===== config.mk =====
export PLATFORM = sky130hd
export DESIGN_NAME = ccs_top
export DESIGN_NICKNAME = d
export VERILOG_FILES = /design/src/ccs_pkg.sv /design/src/ccs_chg_if.sv /design/src/ccs_changeover.sv /design/src/ccs_top.sv
export SDC_FILE = /design/constraint.sdc
export NUM_CORES = 1
export LEC_CHECK = 0
export ABC_AREA = 1
export CAP_MARGIN = 20
export CELL_PAD_IN_SITES_DETAIL_PLACEMENT = 2
export CELL_PAD_IN_SITES_GLOBAL_PLACEMENT = 2
export CORE_ASPECT_RATIO = 0.7
export CORE_MARGIN = 2
export CORE_UTILIZATION = 38
export DETAILED_ROUTE_END_ITERATION = 6
export DONT_BUFFER_PORTS = 1
export PLACE_DENSITY_LB_ADDON = 0.1
export SLEW_MARGIN = 20
export SYNTH_ARGS = -nofsm -noshare
export SYNTH_HDL_FRONTEND = slang
export SYNTH_SLANG_ARGS = --single-unit

===== constraint.sdc =====
create_clock -name sys_clk -period 3.5 [get_ports sys_clk]
set_input_delay 0.35 -clock sys_clk [delete_from_list [all_inputs] [get_ports sys_clk]]
set_output_delay 0.35 -clock sys_clk [all_outputs]
set_load 0.1 [all_outputs]

===== src/ccs_pkg.sv =====
// Constants, encodings and helper functions for the clock switch and power mode controller.
package ccs_pkg;
  localparam logic [2:0] SRC_FRC = 3'h0;
  localparam logic [2:0] SRC_FRC_PLL = 3'h1;
  localparam logic [2:0] SRC_PRI = 3'h2;
  localparam logic [2:0] SRC_PRI_PLL = 3'h3;
  localparam logic [2:0] SRC_SEC = 3'h4;
  localparam logic [2:0] SRC_LOW_POWER_RC_OSC = 3'h5;
  localparam logic [2:0] SRC_FRC_DIV16 = 3'h6;
  localparam logic [2:0] SRC_FRC_DIVN = 3'h7;

  // Field positions within the two control bytes.
  localparam int HI_NEW_SRC_LSB = 0;
  localparam int LO_SWITCH_BIT = 0;
  localparam int LO_SEC_EN_BIT = 1;
  localparam int LO_CF_BIT = 3;

  localparam logic [3:0] SETTLE_CYCLES = 4'hA;
  localparam logic [3:0] SETTLE_LAST = 4'h9;

  typedef enum {SW_IDLE, SW_OST, SW_PLL, SW_SETTLE} ccs_sw_state_e;
  typedef enum {PM_RUN, PM_ENTER, PM_SLEEP, PM_IDLE} ccs_pm_state_e;

  // Oscillators a source needs, as {low_power_rc_osc, secondary, primary, fast rc}.
  function automatic logic [3:0] ccs_osc_need(input logic [2:0] src);
    logic [3:0] n;
    n = 4'h0;
    if (src == SRC_PRI || src == SRC_PRI_PLL) begin
      n = 4'h2;
    end else if (src == SRC_SEC) begin
      n = 4'h4;
    end else if (src == SRC_LOW_POWER_RC_OSC) begin
      n = 4'h8;
    end else begin
      n = 4'h1;
    end
    return n;
  endfunction

  function automatic logic ccs_uses_pll(input logic [2:0] src);
    return (src == SRC_FRC_PLL) || (src == SRC_PRI_PLL);
  endfunction
endpackage


===== src/ccs_chg_if.sv =====
// Link between the switch controller and the glitch-free changeover unit.
`timescale 1ns/10ps
`default_nettype none
interface ccs_chg_if;
  logic start;
  logic force_sel;
  logic [2:0] forced_src;
  logic [2:0] new_src;
  logic new_tick;
  logic old_tick;
  logic done;
  logic [2:0] sel;
  logic gate;

  modport ctl (
    output start, force_sel, forced_src, new_src, new_tick, old_tick,
    input done, sel, gate
  );
  modport unit (
    input start, force_sel, forced_src, new_src, new_tick, old_tick,
    output done, sel, gate
  );
endinterface
`default_nettype wire


===== src/ccs_changeover.sv =====
// Settle counter and glitch-free clock select handover.
`timescale 1ns/10ps
`default_nettype none
module ccs_changeover (
  // Clock and reset
  input wire logic sys_clk,
  input wire logic rst_n,
  // Controller side
  ccs_chg_if.unit chg
);
  logic [3:0] cnt_q;
  logic busy_q;
  logic drop_q;
  logic pick_q;
  logic [2:0] sel_q;
  logic gate_q;
  logic done_q;
  wire settle_end = busy_q && chg.new_tick && (cnt_q == ccs_pkg::SETTLE_LAST);

  assign chg.sel = sel_q;
  assign chg.gate = gate_q;
  assign chg.done = done_q;

  // Outside a forced select, the old clock is released only at its own tick, and the new one is picked up only
  // at its own tick, so neither source can leave a runt pulse on the system clock.
  always_ff @(posedge sys_clk or negedge rst_n) begin
    if (!rst_n) begin
      cnt_q <= 4'h0;
      busy_q <= 1'b0;
      drop_q <= 1'b0;
      pick_q <= 1'b0;
      sel_q <= ccs_pkg::SRC_FRC;
      gate_q <= 1'b0;
      done_q <= 1'b0;
    end else begin
      done_q <= 1'b0;
      if (chg.force_sel) begin
        sel_q <= chg.forced_src;
        gate_q <= 1'b1;
        busy_q <= 1'b0;
        drop_q <= 1'b0;
        pick_q <= 1'b0;
      end else if (chg.start) begin
        busy_q <= 1'b1;
        cnt_q <= 4'h0;
      end else if (settle_end) begin
        busy_q <= 1'b0;
        drop_q <= 1'b1;
      end else if (busy_q && chg.new_tick) begin
        cnt_q <= cnt_q + 4'h1;
      end else if (drop_q && chg.old_tick) begin
        gate_q <= 1'b0;
        drop_q <= 1'b0;
        pick_q <= 1'b1;
      end else if (pick_q && chg.new_tick) begin
        sel_q <= chg.new_src;
        gate_q <= 1'b1;
        pick_q <= 1'b0;
        done_q <= 1'b1;
      end
    end
  end
endmodule
`default_nettype wire


===== src/ccs_top.sv =====
// Clock switch sequencer, fail-safe fallback and Sleep/Idle power mode control.
`timescale 1ns/10ps
`default_nettype none
module ccs_top (
  // Clock and reset
  input wire logic sys_clk,
  input wire logic rst_n,
  // Configuration straps
  input wire logic cfg_switch_enable,
  input wire logic cfg_failsafe_enable,
  input wire logic [2:0] initial_source_config,
  input wire logic cfg_watchdog_enable,
  input wire logic cfg_primary_is_crystal,
  // Software control byte writes
  input wire logic sw_unlock,
  input wire logic sw_wr_high,
  input wire logic sw_wr_low,
  input wire logic [7:0] sw_wdata,
  // Software visible status
  output logic [2:0] current_source_sel,
  output logic [2:0] requested_source_sel,
  output logic switch_request,
  output logic pll_locked_flag,
  output logic clock_fail_flag,
  output logic secondary_osc_enable,
  // Oscillator sources
  input wire logic [7:0] src_tick,
  input wire logic crystal_startup_timer_done,
  input wire logic pll_lock_in,
  input wire logic osc_fail,
  output logic fast_internal_osc_en,
  output logic primary_osc_en,
  output logic secondary_osc_en,
  output logic low_power_rc_osc_en,
  output logic pll_en,
  // System clock mux
  output logic [2:0] sys_clk_sel,
  output logic sys_clk_run,
  // Processor core
  input wire logic power_save_sleep,
  input wire logic power_save_idle,
  input wire logic irq_wake,
  input wire logic watchdog_timeout,
  output logic cpu_clk_enable,
  output logic periph_clk_enable,
  output logic clock_fail_trap,
  output logic watchdog_clear,
  output logic cpu_resume,
  output logic in_sleep,
  output logic in_idle
);
  ccs_chg_if chg ();

  ccs_pkg::ccs_sw_state_e sw_q;
  ccs_pkg::ccs_pm_state_e pm_q;
  logic [2:0] cur_q;
  logic [2:0] req_q;
  logic swreq_q;
  logic lock_q;
  logic cf_q;
  logic sec_en_q;
  logic arm_q;
  logic init_q;
  logic ost_need_q;
  logic sleep_q;
  logic idle_q;
  logic pend_q;
  logic trap_q;
  logic wdt_clr_q;
  logic resume_q;

  ccs_changeover u_chg (
    .sys_clk(sys_clk),
    .rst_n(rst_n),
    .chg(chg)
  );

  // Write acceptance: one unlock arms exactly one following byte write.
  wire wr_any = sw_wr_high || sw_wr_low;
  wire wr_hi_ok = sw_wr_high && arm_q;
  wire wr_lo_ok = sw_wr_low && arm_q;
  wire [2:0] wr_new_src = sw_wdata[ccs_pkg::HI_NEW_SRC_LSB +: 3];
  wire wr_switch = sw_wdata[ccs_pkg::LO_SWITCH_BIT];
  wire wr_sec_en = sw_wdata[ccs_pkg::LO_SEC_EN_BIT];
  wire wr_cf_clr = wr_lo_ok && !sw_wdata[ccs_pkg::LO_CF_BIT];

  // Source decoding.
  wire [3:0] need_cur = ccs_pkg::ccs_osc_need(cur_q);
  wire [3:0] need_req = ccs_pkg::ccs_osc_need(req_q);
  wire switching = (sw_q != ccs_pkg::SW_IDLE);
  wire asleep = sleep_q;
  wire sw_go = (sw_q == ccs_pkg::SW_IDLE) && swreq_q && cfg_switch_enable && init_q && !asleep;
  wire sw_redundant = sw_go && (req_q == cur_q);
  wire sw_valid = sw_go && (req_q != cur_q);
  wire ost_need = cfg_primary_is_crystal && need_req[1] && !need_cur[1];
  wire ost_ok = !ost_need_q || crystal_startup_timer_done;
  wire pll_ok = !ccs_pkg::ccs_uses_pll(req_q) || lock_q;
  wire chg_start = (sw_q == ccs_pkg::SW_PLL) && pll_ok;
  wire chg_commit = (sw_q == ccs_pkg::SW_SETTLE) && chg.done;
  wire monitor_on = cfg_failsafe_enable && !asleep;
  wire fail_evt = monitor_on && osc_fail && init_q;
  wire [2:0] fallback_src = ccs_pkg::ccs_uses_pll(cur_q) ? ccs_pkg::SRC_FRC_PLL
                                                         : ccs_pkg::SRC_FRC;

  // Power mode wake and entry decoding.
  wire pm_cmd = power_save_sleep || power_save_idle;
  wire wake_evt = irq_wake || watchdog_timeout || pend_q;
  wire pm_wake = ((pm_q == ccs_pkg::PM_SLEEP) || (pm_q == ccs_pkg::PM_IDLE)) && wake_evt;

  assign chg.start = chg_start;
  assign chg.force_sel = fail_evt || !init_q;
  assign chg.forced_src = init_q ? fallback_src : initial_source_config;
  assign chg.new_src = req_q;
  assign chg.new_tick = src_tick[req_q];
  assign chg.old_tick = src_tick[cur_q];

  // Oscillator enables: the old source drops as soon as current moves off it, unless sec_en_q, the watchdog or the monitor keeps it on.
  wire need_frc = need_cur[0] || (switching && need_req[0]);
  wire need_pri = need_cur[1] || (switching && need_req[1]);
  wire need_sec = need_cur[2] || (switching && need_req[2]);
  wire need_lp = need_cur[3] || (switching && need_req[3]);
  wire need_pll = ccs_pkg::ccs_uses_pll(cur_q) || (switching && ccs_pkg::ccs_uses_pll(req_q));

  assign fast_internal_osc_en = !asleep && need_frc;
  assign primary_osc_en = !asleep && need_pri;
  assign secondary_osc_en = sec_en_q || (!asleep && need_sec);
  assign low_power_rc_osc_en = cfg_watchdog_enable || monitor_on || (!asleep && need_lp);
  assign pll_en = !asleep && need_pll;

  assign current_source_sel = cur_q;
  assign requested_source_sel = req_q;
  assign switch_request = swreq_q;
  assign pll_locked_flag = lock_q;
  assign clock_fail_flag = cf_q;
  assign secondary_osc_enable = sec_en_q;
  assign sys_clk_sel = chg.sel;
  assign sys_clk_run = chg.gate && !sleep_q;
  // The processor never stalls for a clock switch; only the power modes stop it.
  assign cpu_clk_enable = !sleep_q && !idle_q;
  assign periph_clk_enable = !sleep_q;
  assign clock_fail_trap = trap_q;
  assign watchdog_clear = wdt_clr_q;
  assign cpu_resume = resume_q;
  assign in_sleep = sleep_q;
  assign in_idle = idle_q;

  // The initial source strap is caught on the first clock after reset release, never by the reset itself.
  always_ff @(posedge sys_clk or negedge rst_n) begin
    if (!rst_n) begin
      init_q <= 1'b0;
      arm_q <= 1'b0;
    end else begin
      init_q <= 1'b1;
      if (sw_unlock) begin
        arm_q <= 1'b1;
      end else if (wr_any) begin
        arm_q <= 1'b0;
      end
    end
  end

  // Current and requested source selections.
  always_ff @(posedge sys_clk or negedge rst_n) begin
    if (!rst_n) begin
      cur_q <= ccs_pkg::SRC_FRC;
      req_q <= ccs_pkg::SRC_FRC;
    end else if (!init_q) begin
      cur_q <= initial_source_config;
      req_q <= initial_source_config;
    end else if (fail_evt) begin
      cur_q <= fallback_src;
      req_q <= fallback_src;
    end else begin
      if (chg_commit) begin
        cur_q <= req_q;
      end
      // A new source written mid-switch would retarget a half-done handover, so it is dropped.
      if (wr_hi_ok && !switching) begin
        req_q <= wr_new_src;
      end
    end
  end

  // Switch request, secondary enable and status flags.
  always_ff @(posedge sys_clk or negedge rst_n) begin
    if (!rst_n) begin
      swreq_q <= 1'b0;
      sec_en_q <= 1'b0;
      lock_q <= 1'b0;
      cf_q <= 1'b0;
    end else begin
      if (!cfg_switch_enable || fail_evt || sw_redundant || chg_commit) begin
        swreq_q <= 1'b0;
      end else if (wr_lo_ok && wr_switch) begin
        swreq_q <= 1'b1;
      end
      if (wr_lo_ok) begin
        sec_en_q <= wr_sec_en;
      end
      if (sw_valid) begin
        lock_q <= 1'b0;
      end else if (pll_en && pll_lock_in) begin
        lock_q <= 1'b1;
      end else if (!pll_en) begin
        lock_q <= 1'b0;
      end
      if (fail_evt) begin
        cf_q <= 1'b1;
      end else if (sw_valid || wr_cf_clr) begin
        cf_q <= 1'b0;
      end
    end
  end

  // Switch sequencer.
  always_ff @(posedge sys_clk or negedge rst_n) begin
    if (!rst_n) begin
      sw_q <= ccs_pkg::SW_IDLE;
      ost_need_q <= 1'b0;
    end else if (fail_evt) begin
      sw_q <= ccs_pkg::SW_IDLE;
    end else begin
      case (sw_q)
        ccs_pkg::SW_IDLE: begin
          if (sw_valid) begin
            ost_need_q <= ost_need;
            sw_q <= ccs_pkg::SW_OST;
          end
        end
        ccs_pkg::SW_OST: begin
          if (ost_ok) begin
            sw_q <= ccs_pkg::SW_PLL;
          end
        end
        ccs_pkg::SW_PLL: begin
          if (pll_ok) begin
            sw_q <= ccs_pkg::SW_SETTLE;
          end
        end
        ccs_pkg::SW_SETTLE: begin
          if (chg.done) begin
            sw_q <= ccs_pkg::SW_IDLE;
          end
        end
        default: begin
          sw_q <= ccs_pkg::SW_IDLE;
        end
      endcase
    end
  end

  // Power mode sequencer. Current source is left alone, so Sleep wakes on it again.
  always_ff @(posedge sys_clk or negedge rst_n) begin
    if (!rst_n) begin
      pm_q <= ccs_pkg::PM_RUN;
      sleep_q <= 1'b0;
      idle_q <= 1'b0;
      pend_q <= 1'b0;
      wdt_clr_q <= 1'b0;
      resume_q <= 1'b0;
    end else begin
      wdt_clr_q <= 1'b0;
      resume_q <= 1'b0;
      case (pm_q)
        ccs_pkg::PM_RUN: begin
          if (pm_cmd) begin
            sleep_q <= power_save_sleep;
            idle_q <= !power_save_sleep;
            pend_q <= irq_wake;
            wdt_clr_q <= cfg_watchdog_enable;
            pm_q <= ccs_pkg::PM_ENTER;
          end
        end
        ccs_pkg::PM_ENTER: begin
          pend_q <= pend_q || irq_wake;
          pm_q <= sleep_q ? ccs_pkg::PM_SLEEP : ccs_pkg::PM_IDLE;
        end
        ccs_pkg::PM_SLEEP, ccs_pkg::PM_IDLE: begin
          if (pm_wake) begin
            sleep_q <= 1'b0;
            idle_q <= 1'b0;
            pend_q <= 1'b0;
            resume_q <= 1'b1;
            pm_q <= ccs_pkg::PM_RUN;
          end
        end
        default: begin
          pm_q <= ccs_pkg::PM_RUN;
        end
      endcase
    end
  end

  // Trap pulse to the core on a detected oscillator failure.
  always_ff @(posedge sys_clk or negedge rst_n) begin
    if (!rst_n) begin
      trap_q <= 1'b0;
    end else begin
      trap_q <= fail_evt;
    end
  end
endmodule
`default_nettype wire


---- After elaboration in Yosys (flattened, before gate mapping) ----
Index checks and enable logic that the tools add are counted.
cells by class
  add/subtract/negate cells ............... 1
  $lt $le $gt $ge ......................... 2
  equal/unequal tests ..................... 38
  muxes and demuxes ....................... 83
  bitwise logic cells ..................... 2
  reduce and logical (&&, ||, !) cells .... 95
operator list
  cell                                                        number
  two-way mux 32 bit                                          7
  == test 32 x 2 -> 1 bit, second input constant              4
  == test 32 x 3 -> 1 bit, second input constant              4
  case mux 32 bit (4 select lines)                            1
  zero test 32 bit                                            3
  case mux 32 bit (3 select lines)                            1
  == test 32 x 1 -> 1 bit, second input constant              2
  two-way mux 1 bit                                           47
  two-way mux 3 bit                                           13
  logical AND 1 bit                                           36
  two-way mux 4 bit                                           9
  nonzero test 32 bit                                         1
  logical OR 1 bit                                            25
  AND reduction 3 bit                                         5
  == test 3 x 2 -> 1 bit, second input constant               4
  == test 3 bit, second input constant                        4
  != test 2 bit, second input constant                        6
  nonzero test 2 bit                                          6
  nonzero test 3 bit                                          4
  zero test 1 bit                                             10
  != test 3 x 1 -> 1 bit, second input constant               3
  != test 3 bit, second input constant                        3
  less-than comparator 3 x 4 -> 1 bit, second input constant  2
  AND reduction 4 bit                                         2
  other kinds (14)                                            19
storage, ports and cells
  flip-flop bits (word level) ............. 95
  output and inout bits ................... 26

---- Depth between registers and ports, before layout ----
Gate-level depths: netlist of the first run.
  depth in word-level cells ............... 9
  mapped depth ............................ 13
  mapped depth without buffers ............ 12

---- Modules after synthesis ----
A second synthesis of the first run with hierarchy kept.
unflattened totals
  cells, all modules ...................... 288
  area total of the unflattened synthesis .. 2200.9 um^2
modules (own cells, without submodules)
  module          instances  cells an instance  area an instance (um^2)  seq. area each (um^2)
  ccs_top         1          206                1541.5                   575.6
  ccs_changeover  1          82                 659.4                    300.3

---- Least setup slack after synthesis of the first run ----
No wires, ideal clock.
  kind .................................... register to output
  from .................................... reg req_q[1], in the netlist requested_source_sel[1]
  to ...................................... out primary_osc_en
  data arrival time ....................... 2979 ps
  required time ........................... 3150 ps
  setup slack ............................. 171 ps
  cell stages (with the launch flop) ...... 6
  buffers on the path ..................... 1
  cell sequence ........................... dfrtp_1 -> clkbuf_2 -> inv_1 -> nor2_1 -> nand2_1 -> a21oi_1
on the way
  longest elaborated chain between the ends .. 6
  elaborated cells on any way between the ends .. 9
  classes of those cells .................. 3 x eq/ne; 2 x mux; 4 x reduce/logical
RTL lines
  element                                                         RTL line                      text
  start, declared                                                 ccs_top.sv:57                 logic [2:0] req_q;
  start signal, assigned                                          ccs_top.sv:166                req_q <= ccs_pkg::SRC_FRC;
  start signal, assigned                                          ccs_top.sv:169                req_q <= initial_source_config;
  start signal, assigned                                          ccs_top.sv:172                req_q <= fallback_src;
  == test 3 bit / == test 3 x 2 -> 1 bit (equally long branches)  ccs_pkg.sv:30, ccs_pkg.sv:28
  two-way mux 4 bit / logical OR 1 bit (equally long branches)    ccs_pkg.sv:30, ccs_pkg.sv:28
  two-way mux 4 bit (*)                                           ccs_pkg.sv:28                 if (src == SRC_PRI || src == SRC_PRI_PLL) begin
  logical AND 1 bit (*)                                           ccs_top.sv:119                wire need_pri = need_cur[1] || (switching && need_req[1]);
  logical OR 1 bit (*)                                            ccs_top.sv:119
  logical AND 1 bit (*)                                           ccs_top.sv:125                assign primary_osc_en = !asleep && need_pri;
  end, declared                                                   ccs_top.sv:32                 output logic primary_osc_en,
Mark *: on every way between the ends. The rest lies on a longest branch, timed or not.

---- Worst setup path in the final report of the first run ----
  from .................................... reg sw_q[0]
  to ...................................... out low_power_rc_osc_en
on the way
  longest elaborated chain between the ends .. 5
RTL lines
  element                 RTL line        text
  start, declared         ccs_top.sv:54   ccs_pkg::ccs_sw_state_e sw_q;
  start signal, assigned  ccs_top.sv:218  sw_q <= ccs_pkg::SW_IDLE;
  start signal, assigned  ccs_top.sv:221  sw_q <= ccs_pkg::SW_IDLE;
  start signal, assigned  ccs_top.sv:227  sw_q <= ccs_pkg::SW_OST;
  nonzero test 32 bit     ccs_top.sv:90   wire switching = (sw_q != ccs_pkg::SW_IDLE);
  logical AND 1 bit       ccs_top.sv:121  wire need_lp = need_cur[3] || (switching && need_req[3]);
  logical OR 1 bit        ccs_top.sv:121
  logical AND 1 bit       ccs_top.sv:127  assign low_power_rc_osc_en = cfg_watchdog_enable || monitor_on || (!asleep && need_lp);
  logical OR 1 bit        ccs_top.sv:127
  end, declared           ccs_top.sv:34   output logic low_power_rc_osc_en,
No other way between the ends.

==> results.txt, run 1 <==
----------------------------------------------------
[Setup path]
  Data required time of the critical path ... roughly 3200 ps
  R2R Path Start ... sw_q[0]
  Cell breakdown of the critical path ... inv_1 > ha_1 > o41ai_1 > nand2_1 > nand2_1 > buf_4
  Cell depth of the worst flop-to-flop path ... 8
  Reg-to-reg slack, setup ... ~1600 ps
  Worst-path cell with the longest stage delay ... o41ai_1
  Peak fanout along the critical path ... 7
  Critical Path Source Type ... register
  Endpoint of the lowest-slack register-to-register path ... pll_locked_flag
  Category of the most critical setup path ... reg -> out
  Top cell by count, worst path ... nand2_1
  Arr. time, crit path ... 2210 ps
  Critical Path End Type ... primary output
  Peak per-stage delay on the critical path ... roughly 610 ps

[Yosys]
  Post-synthesis register bit count ... 35
  Cell taking the most area after synthesis ... dfrtp_1
  Post-synth top area share ... 0.4189
  Prevailing post-synth register cell ... dfrtp_1
  Synthesized cell area ... between 0.002 and 0.0025 mm^2
  Cell types with the largest area share after synthesis ... dfrtp_1 (42%), nand2_1 (11%), inv_1 (5.6%)
  Post-Syn Instances ... between 200 and 300
  Warning count from the yosys run ... 0
  Mean Syn Cell Area ... around 7.9 um^2
  Number of enable flip-flop cells after synthesis ... 0
  Async set-reset flop share out of synthesis ... 1.000
  Post-synthesis net count ... about 310
  Count of distinct cell types in the synthesized netlist ... 38
  Sequential area share after synthesis ... 0.4189

[Layout]
  Post-Layout Inst Area ... roughly 0.0024 mm^2
  Synthesis-to-finish area growth ... 15.98%
  Most frequent standard cell in the layout excluding fill and tap cells ... nand2_1
  Final nets ... about 330
  Core occupancy in the finished layout ... 0.4588
  Share of final-layout standard cells stronger than drive strength 1 ... 0.1910
  Commonest non-fill, non-tap cells in the layout ... nand2_1 (64), dfrtp_1 (35), inv_1 (31), nand3_1 (21), o21ai_0 (21)
  Non-filler instance count after layout ... 360
  Antenna cell count ... 0

[GRT]
  Met2 usage ... 0.3714
  Busiest layer in global routing ... met2
  Via count of the first global-routing pass ... around 2000
  Initial antenna violation count ... 0
  Global-route usage over all layers ... 0.2322
  Met1 demand-to-capacity share in global routing ... 0.3241
  Maximum number of pins on one net before global-route repair ... 36
  Met3 Usage GRT ... 0.05017
  GR Overflow Total ... 0
  Wire length of the first global-routing pass ... around 11000 um

[Clocking]
  Clock transition at the registers of the reported paths ... about 80 ps
  TritonCTS Buffers ... 5
  CTS root buf ... clkbuf_8
  H-tree levels ... 2
  Clock tree from TritonCTS ... built
  Maximum count of clock buffers along a single path ... 2
  Count of cells resized by post-cts repair ... 0
  Clock latency on the worst-skew pair ... 300 ps
  Sinks on Clock Net ... 35
  Setup bufs post-CTS ... 0

[Placed design]
  Placed wire-length estimate ... roughly 5100 um
  Placer Congestion ... around 0.74
  Number of buffers inserted by port buffering ... 0
  Placed cell count ... between 300 and 400
  Cell area after placement ... ~0.0023 mm^2

[Pwr]
  Total power draw ... roughly 2400 uW
  Static Leakage ... 0.001217 uW
  P per Cell Area ... 987.3 mW/mm^2
  Largest voltage drop on the vdd net ... 0.6036 mV

[Floorplanning]
  Initial core utilization ... 0.3956
  Chip Height ... 66.06 um
  Die Footprint ... just over 0.006 mm^2
  X dimension of the die ... between 90 and 100 um
  Row Count ... 22
  Core area ... ~0.0053 mm^2
  Io pins ... between 60 and 70

[Worst hold path]
  Hold Path Sink ... in_idle
  Startpoint of the most critical hold path ... power_save_sleep
  Worst Hold Class ... in -> reg
  Worst hold path cell count ... 1

[Drt]
  Vias after detailed routing ... about 1900
  DR DRC count ... 0
  Wire length reported by the detailed router ... roughly 6600 um
  Average via count per standard cell ... roughly 5.2
  Drt pass-1 iters ... 4
  Per-cell routed wire length ... ~18 um
  Antenna Nets Post-Route ... 0
  Violation count after the first detailed-routing iteration ... 31

[Timing]
  Remaining max-slew budget at the tightest pin ... 0.3565
  Number of hold violations in the final report ... 0
  Achievable frequency ... between 300 and 400 MHz
  Setup TNS after final layout ... 0 ps
  RSZ-0062 raised after global routing ... false
  Worst setup skew after layout ... 10.27 ps
  Number of setup violations in the final report ... 0
  Worst-margin pin slew ... just under 1000 ps
  Final critical delay including setup and external delays ... about 2600 ps
  Max Slew Vio Count ... 0
  Period utilisation layout ... 0.7304

[Job]
  Number of maximum-capacitance violations ... 0

[Status]
  Outcome ... finished clean

----------------------------------------------------
-- cells in the mapped netlist, drive strengths merged (2+ instances only) --
cell type  number
nand2          69
inv            39
dfrtp          35
nand3          27
o21ai          27
nor2           21
a21oi           9
ha              6
buf             4
xnor2           4
o22ai           3
o41ai           3
a21o            2
nand4           2
or2             2
-- per-layer routing --
layer	wire length [um]	up-vias
li1	-	902
met3	301	7
met2	2950	39
met4	61	0
met5	0	-
met1	3333	915
-- worst max-delay path by stage --
stage | slack, ps | end | depth (start not counted) | from
after global placement | 1350 | low_power_rc_osc_en | 6 | sw_q[0]
after CTS | 940 | low_power_rc_osc_en | 6 | sw_q[0]
final | 940 | low_power_rc_osc_en | 6 | sw_q[0]
after floorplan | 170 | primary_osc_en | 5 | requested_source_sel[1]
after detailed placement | 1320 | low_power_rc_osc_en | 6 | sw_q[0]
after global routing | 840 | low_power_rc_osc_en | 6 | sw_q[0]
-- where the power goes --
part	switching (uW)	leakage, uW	internal (uW)
clock	166	0.0000587	216
sequential	265	0.000438	507
combinational	951	0.000720	290
total	1380	0.00122	1010
-- final cells by class --
cell class | instances | area, um^2
repair buffers | 19 | 157.7
fillers | 619 | 2860
clock inverters | 3 | 47.55
flip-flops and latches | 35 | 875.8
inverters | 39 | 153.9
well taps | 72 | 90.09
multi-input cells | 187 | 1031
clock buffers | 5 | 68.82
-- critical path: cells and delay by family, from the launching register on --
kind	cells	cell delay, ps
compound gates	1	610
buf+inv	2	370
fa+ha+maj	1	310
flops	1	380
simple gates	2	230
-- cell families (layout without fill, tap and decap cells) --
logic type               Yosys count  in the layout  synth area share
AO/OA/AOI/OAI                     50             50            0.1394
XOR/XNOR                           5              5           0.02094
adder cells (fa/ha/maj)            6              6           0.03591
buffers and inverters             44             66           0.09575
flip-flops                        35             35            0.4189
other                              1              1          0.001794
AND/OR/NAND/NOR                  125            125            0.2873
-- state kept, by name, indices dropped and copies added, names as in the netlist, 2 cells and up --
| register | count |
|---|---|
| current_source_sel | 3 |
| pm_q | 2 |
| requested_source_sel | 3 |
| sw_q | 2 |
| u_chg.chg.sel | 3 |
| u_chg.cnt_q | 4 |
-- per-stage QoR --
step | worst slack (ps) | hold slack (ps)
6_report | 943.6 | 162.6
5_1_grt | 836.9 | 171.4
4_1_cts | 939.4 | 162.1
3_5_place_dp | 1322 | 55.03
3_3_place_gp | 1346 | 54.96
2_1_floorplan | 170.9 | 54.41
-- what timing repair did --
| action | in CTS | in global routing |
|---|---|---|
| endpoints found under the hold margin | 35 | 0 |
| endpoints found under the setup margin | 0 | 0 |
| hold buffers | 2 | 0 |
(Power assumes the default switching activity.)
==> inputs of run 2 (changes only) <==
--- a/config.mk
+++ b/config.mk
@@ -11,7 +11,7 @@
 export CELL_PAD_IN_SITES_GLOBAL_PLACEMENT = 2
 export CORE_ASPECT_RATIO = 0.7
 export CORE_MARGIN = 2
-export CORE_UTILIZATION = 38
+export CORE_UTILIZATION = 35
 export DETAILED_ROUTE_END_ITERATION = 6
 export DONT_BUFFER_PORTS = 1
 export PLACE_DENSITY_LB_ADDON = 0.1
==> constraint.sdc (replaced) <==
create_clock -name sys_clk -period 2.37 [get_ports sys_clk]
set_input_delay 0.237 -clock sys_clk [delete_from_list [all_inputs] [get_ports sys_clk]]
set_output_delay 0.237 -clock sys_clk [all_outputs]
set_load 0.1 [all_outputs]
==> run 2 against run 1 <==
Against the previous run:
- sequential power is 32% higher
- sequential cell count stayed put
- first-iteration DRC count is 87% higher
- register-to-register slack worse by 1100 ps
- clock-buffer cell count is 2 higher
- sequential share of layout area is 1.3 points lower
- via count hardly changed
- hold slack worse by 120 ps
- wire length is 2.9% lower
==> results.txt, run 2 (synthesized netlist as in run 1, its figures left out) <==
----------------------------------------------------
[Setup path]
  Peak fanout along the critical path ... 7
  R2R Path Start ... sw_q[0]
  Arr. time, crit path ... 1840 ps
  Data required time of the critical path ... between 2000 and 2500 ps
  Critical Path Source Type ... register
  Category of the most critical setup path ... reg -> out
  Critical Path End Type ... primary output
  Start point of the critical path ... sw_q[0]

[Pwr]
  Largest voltage drop on the vdd net ... around 0.59 mV
  Static Leakage ... about 0.0013 uW
  P per Cell Area ... between 1000 and 1500 mW/mm^2

[Drt]
  Met2 Routed Length ... around 2800 um
  Drt pass-1 iters ... 4
  Vias after detailed routing ... ~1900
  Met3 wire length ... around 310 um
  Violation count after the first detailed-routing iteration ... 58
  Antenna Nets Post-Route ... 0
  Wire length reported by the detailed router ... between 6000 and 7000 um
  Top routing layer in use ... met4
  DR DRC count ... 0
  Average via count per standard cell ... around 5
  Per-cell routed wire length ... roughly 18 um
  Met1 Routed Length ... around 3300 um

[GRT]
  Maximum number of pins on one net before global-route repair ... 36
  Initial antenna violation count ... 0
  Wire length of the first global-routing pass ... 10410 um
  GR Overflow Total ... 0
  Global-route usage over all layers ... 0.2125
  Via count of the first global-routing pass ... 1971

[Timing]
  Number of setup violations in the final report ... 0
  RSZ-0062 raised after global routing ... false
  Achievable frequency ... slightly below 500 MHz
  Final worst slack ... approximately 290 ps
  Worst-margin pin slew ... approximately 870 ps
  Remaining max-slew budget at the tightest pin ... 0.4212
  Period utilisation layout ... 0.8770
  Max Slew Vio Count ... 0
  Number of hold violations in the final report ... 0
  Final critical delay including setup and external delays ... around 2100 ps
  Worst setup skew after layout ... 5.006 ps

[Floorplanning]
  Initial core utilization ... 0.3633
  Chip Height ... approximately 69 um
  Row Count ... 23
  Io pins ... 61
  Core area ... roughly 0.0058 mm^2
  X dimension of the die ... between 90 and 100 um
  Die Footprint ... about 0.0066 mm^2

[Layout]
  Synthesis-to-finish area growth ... 20.65%
  Antenna cell count ... 0
  Commonest non-fill, non-tap cells in the layout ... nand2_1 (63), dfrtp_1 (34), inv_1 (31), nand3_1 (21), o21ai_0 (21)
  Max reg flops ... 4
  Most frequent standard cell in the layout excluding fill and tap cells ... nand2_1
  Most flop-heavy register ... u_chg.cnt_q
  Final nets ... between 300 and 400
  Share of final-layout standard cells stronger than drive strength 1 ... 0.2048
  Core occupancy in the finished layout ... 0.4383

[Clocking]
  Clock tree from TritonCTS ... built
  Maximum count of clock buffers along a single path ... 2
  H-tree levels ... 2
  CTS root buf ... clkbuf_8
  Clock latency on the worst-skew pair ... around 280 ps
  Count of cells resized by post-cts repair ... 0
  Sinks on Clock Net ... 35
  Clock transition at the registers of the reported paths ... around 70 ps
  TritonCTS Buffers ... 5

[Worst hold path]
  Worst Hold Class ... in -> reg
  Startpoint of the most critical hold path ... sw_unlock

[Placed design]
  Placed wire-length estimate ... 5230 um
  Placer Congestion ... around 0.8
  Post-placement setup slack ... ~500 ps
  Number of buffers inserted by port buffering ... 0

[Job]
  Number of maximum-capacitance violations ... 0

[Status]
  Outcome ... finished clean

----------------------------------------------------
-- run 2: cell count changes in the layout (fill, tap and decap cells not counted), sizes merged --
cell,previous run,this run
buf,18,24
bufinv,1,0
clkbuf,5,7
clkinv,1,0
inv,40,39
-- run 2: worst paths after layout --
path,slack [ps],cells after the start,to
max,290,6,low_power_rc_osc_en
min in group asynchronous,410,2,sw_q[0]
min,40,1,arm_q
max reg2reg,530,9,sw_q[0]
max in group asynchronous,1760,2,requested_source_sel[2]
min reg2reg,490,2,u_chg.chg.gate
-- run 2: routing by layer --
layer,up-vias,track usage
li1,919,-
met1,905,0.3121
met2,38,0.3238
met3,2,0.04783
met4,0,0.03697
met5,-,0
-- run 2: worst max-delay path, stage by stage, from the launching register on --
cell	delay, ps
dfrtp_1	390
inv_1	90
ha_1	310
o41ai_1	370
nand2_1	130
nand2_2	100
buf_12	170
-- run 2: report_power, final --
part           switching (uW)  internal (uW)  total [uW]
sequential                264            753        1020
clock                     217            203         419
combinational            1560            562        2120
total                    2040           1520        3550
-- run 2: cell type report --
cell class	count	area (um^2)
clock buffers	7	76.32
fillers	691	3233
inverters	39	153.9
multi-input cells	187	1056
flip-flops and latches	35	877.1
well taps	75	93.84
repair buffers	25	265.3
-- run 2: what timing repair did --
item / in CTS / in global routing
buffers inserted: 0 / 0
hold buffers: 2 / 0
endpoints found under the hold margin: 35 / 0
-- run 2: metrics by stage --
stage | area [um^2] | TNS [ps] | cells | hold WS [ps] | power [uW]
floorplan | 2128 | -437.8 | 266 | -58.59 | 2607
global placement | 2416 | 0 | 359 | -57.81 | 3085
detailed placement | 2416 | 0 | 359 | -58.04 | 3156
CTS | 2522 | 0 | 368 | 34.17 | 3605
global route | 2522 | 0 | 368 | 36.19 | 3792
finish | 2522 | 0 | 368 | 43.69 | 3555
==> inputs of run 3 (changes only) <==
--- a/config.mk
+++ b/config.mk
@@ -6,6 +6,7 @@
 export NUM_CORES = 1
 export LEC_CHECK = 0
 export ABC_AREA = 1
+export ABC_CLOCK_PERIOD_IN_PS = 2370
 export CAP_MARGIN = 20
 export CELL_PAD_IN_SITES_DETAIL_PLACEMENT = 2
 export CELL_PAD_IN_SITES_GLOBAL_PLACEMENT = 2
@@ -18,4 +19,5 @@
 export SLEW_MARGIN = 20
 export SYNTH_ARGS = -nofsm -noshare
 export SYNTH_HDL_FRONTEND = slang
+export SYNTH_HIERARCHICAL = 1
 export SYNTH_SLANG_ARGS = --single-unit
==> run 3 against run 2 <==
Against the previous run:
- setup slack worse by 88 ps
- utilization down 0.43 points
- global-route usage up 1.2 points
- sequential share of layout area down 1.9 points
- total power up 7.1%
- maximum frequency down 4.1%
- clock-buffer cell count down 1
- register-to-register slack worse by 120 ps
- sequential cell count unchanged
- sequential power about the same
==> results.txt, run 3 <==
----------------------------------------------------
[Status]
  Outcome ... finished clean

[Setup path]
  Peak fanout along the critical path ... 5
  Cell depth of the worst flop-to-flop path ... 9
  Critical path's top delay family ... simple AND/OR/NAND/NOR gates
  R2R Path Start ... requested_source_sel[0]
  Critical Path End Type ... primary output
  Category of the most critical setup path ... reg -> out
  Peak per-stage delay on the critical path ... between 400 and 500 ps
  Worst-path cell with the longest stage delay ... dfrtp_1
  Data required time of the critical path ... around 2100 ps
  Critical Path Source Type ... register
  Cell breakdown of the critical path ... inv_1 > ha_1 > inv_2 > nand3_1 > nor2_1 > nor3_1 > o21ai_4 > buf_12
  Total number of cells along the worst setup path ... 8
  Worst path bufs/invs ... 3
  Reg-to-reg slack, setup ... approximately 400 ps
  Arr. time, crit path ... just under 2000 ps
  Endpoint of the lowest-slack register-to-register path ... u_chg/chg.sel[1]

[Layout]
  Max reg flops ... 4
  Commonest non-fill, non-tap cells in the layout ... nand2_1 (66), inv_1 (34), dfrtp_1 (34), o21ai_0 (29)
  Synthesis-to-finish area growth ... 21.38%
  Most flop-heavy register ... u_chg/cnt_q
  Core occupancy in the finished layout ... 0.4339
  Share of final-layout standard cells stronger than drive strength 1 ... 0.2437
  Most frequent standard cell in the layout excluding fill and tap cells ... nand2_1
  Final nets ... between 300 and 400
  Post-Layout Inst Area ... roughly 0.0027 mm^2
  Antenna cell count ... 0

[Yosys]
  Most used standard cells in the synthesized netlist ... nand2_1 (66), dfrtp_1 (35), inv_1 (35), o21ai_0 (30), nor2_1 (20)
  Mean Syn Cell Area ... around 7.6 um^2
  Warning count from the yosys run ... 6
  Post-synth top area share ... 0.3980
  Async set-reset flop share out of synthesis ... 1.000
  Post-synthesis register bit count ... 35
  Count of distinct cell types in the synthesized netlist ... 38
  Cell taking the most area after synthesis ... dfrtp_1
  Number of enable flip-flop cells after synthesis ... 0
  Cell types with the largest area share after synthesis ... dfrtp_1 (40%), nand2_1 (11%), o21ai_0 (6.8%)
  Prevailing post-synth register cell ... dfrtp_1
  Synthesized cell area ... between 0.002 and 0.0025 mm^2
  Sequential area share after synthesis ... 0.3980
  Post-synthesis net count ... 330
  Cell with the most instances after synthesis ... nand2_1
  Post-Syn Instances ... 288

[Floorplanning]
  X dimension of the die ... 98.78 um
  Row Count ... 24
  Chip Height ... approximately 70 um
  Die Footprint ... 0.006949 mm^2
  Core area ... about 0.006 mm^2
  Io pins ... a little over 60
  Initial core utilization ... 0.3575

[Timing]
  Setup TNS after final layout ... 0 ps
  Worst setup skew after layout ... slightly above 10 ps
  Worst-margin pin slew ... 874.9 ps
  RSZ-0062 raised after global routing ... false
  Final-layout worst hold slack ... between 30 and 40 ps
  Number of hold violations in the final report ... 0
  Remaining max-slew budget at the tightest pin ... 0.4171
  Max Slew Vio Count ... 0
  Final critical delay including setup and external delays ... 2167 ps
  Number of setup violations in the final report ... 0
  Period utilisation layout ... 0.9142
  Achievable frequency ... 461.6 MHz

[Drt]
  Vias after detailed routing ... 2078
  Antenna Nets Post-Route ... 0
  Drt pass-1 iters ... 4
  Wire length reported by the detailed router ... between 7000 and 8000 um
  DR DRC count ... 0
  Per-cell routed wire length ... between 15 and 20 um
  Violation count after the first detailed-routing iteration ... 51
  Average via count per standard cell ... approximately 5.3

[Job]
  Number of maximum-capacitance violations ... 0

[Pwr]
  Largest voltage drop on the vdd net ... just under 0.5 mV
  Relative contribution of sequential cells to total power ... 0.265
  P per Cell Area ... 1426 mW/mm^2
  Power spent charging and discharging nets ... between 2000 and 2500 uW
  Int Power ... between 1500 and 2000 uW
  Static Leakage ... about 0.0014 uW
  Fraction of power consumed by combinational cells ... 0.582
  Clock share of power ... 0.153
  Switching Fraction ... 0.5651

[GRT]
  Maximum number of pins on one net before global-route repair ... 36
  Via count of the first global-routing pass ... 2232
  Global-route usage over all layers ... 0.2240
  Initial antenna violation count ... 0
  Wire length of the first global-routing pass ... 11990 um
  GR Overflow Total ... 0

[Clocking]
  Clock latency on the worst-skew pair ... ~300 ps
  TritonCTS Buffers ... 5
  Clock tree from TritonCTS ... built
  Clock transition at the registers of the reported paths ... 80 ps
  Maximum count of clock buffers along a single path ... 2
  Setup bufs post-CTS ... 0
  CTS root buf ... clkbuf_8
  Sinks on Clock Net ... 35
  H-tree levels ... 2

[Worst hold path]
  Worst hold path cell count ... 1
  Startpoint of the most critical hold path ... sw_unlock
  Hold Path Sink ... arm_q
  Worst Hold Class ... in -> reg

[Placed design]
  Placer Congestion ... ~0.77
  Cell area after placement ... between 0.002 and 0.003 mm^2
  Number of buffers inserted by port buffering ... 0
  Placed wire-length estimate ... ~5600 um

----------------------------------------------------
run 3: area by class of cell:
type | instances | area (um^2)
multi-input combinational | 203 | 1156
tap | 78 | 97.59
timing repair buffer | 24 | 245.2
sequential | 35 | 877.1
clock inverter | 2 | 35.03
clock buffer | 6 | 82.58
fill | 721 | 3485
inverter | 46 | 177.7
run 3: kinds of logic after synthesis:
logic type               Yosys count  share of synthesized area
AND/OR/NAND/NOR                  131                     0.2843
AO/OA/AOI/OAI                     62                     0.1688
other                              1                   0.001704
adder cells (fa/ha/maj)            7                    0.03979
XOR/XNOR                           1                   0.003980
multiplexers                       1                   0.005116
flip-flops                        35                     0.3980
buffers and inverters             50                    0.09835
run 3: worst max-delay path by stage:
stage | slack (ps) | endpoint | from
5_1_grt | 80 | secondary_osc_en | sw_q[0]
2_1_floorplan | -190 | primary_osc_en | current_source_sel[1]
6_report | 200 | low_power_rc_osc_en | sw_q[1]
3_3_place_gp | 370 | secondary_osc_en | sw_q[0]
3_5_place_dp | 310 | secondary_osc_en | sw_q[0]
4_1_cts | 80 | secondary_osc_en | sw_q[0]
run 3: power groups by stage:
stage	clock network (uW)	registers (uW)	logic (uW)
after floorplan	0	1440	1230
after global placement	0	1010	2140
after detailed placement	0	1020	2200
after CTS	594	1010	2240
after global routing	628	1040	2400
final	581	1010	2220
run 3: repair_timing:
action | in CTS | in global routing
hold buffers | 2 | 0
resized for setup | 1 | 2
pin swaps | 0 | 0
hold endpoints to repair | 35 | 0
endpoints found under the setup margin | 1 | 1
run 3: layer usage:
metal	vias up	part of all wire	global-route usage
met4	0	0.011	0.06393
met1	1037	0.49	0.3188
met3	7	0.050	0.05305
met2	42	0.45	0.3393
met5	-	0	0
li1	992	-	-
run 3: worst register-to-register path: cells and delay by family (launching register included):
kind / cells / cell delay, ps
buffers and inverters: 3 / 590
DFF: 1 / 530
and+or+nand+nor: 6 / 790
run 3: per-stage QoR:
step	cells	total power (uW)	worst slack, ps
finish	394	3809	203.4
global route	394	4064	77.81
CTS	394	3842	84.79
detailed placement	384	3217	310.3
global placement	384	3147	371.9
floorplan	288	2672	-188.0
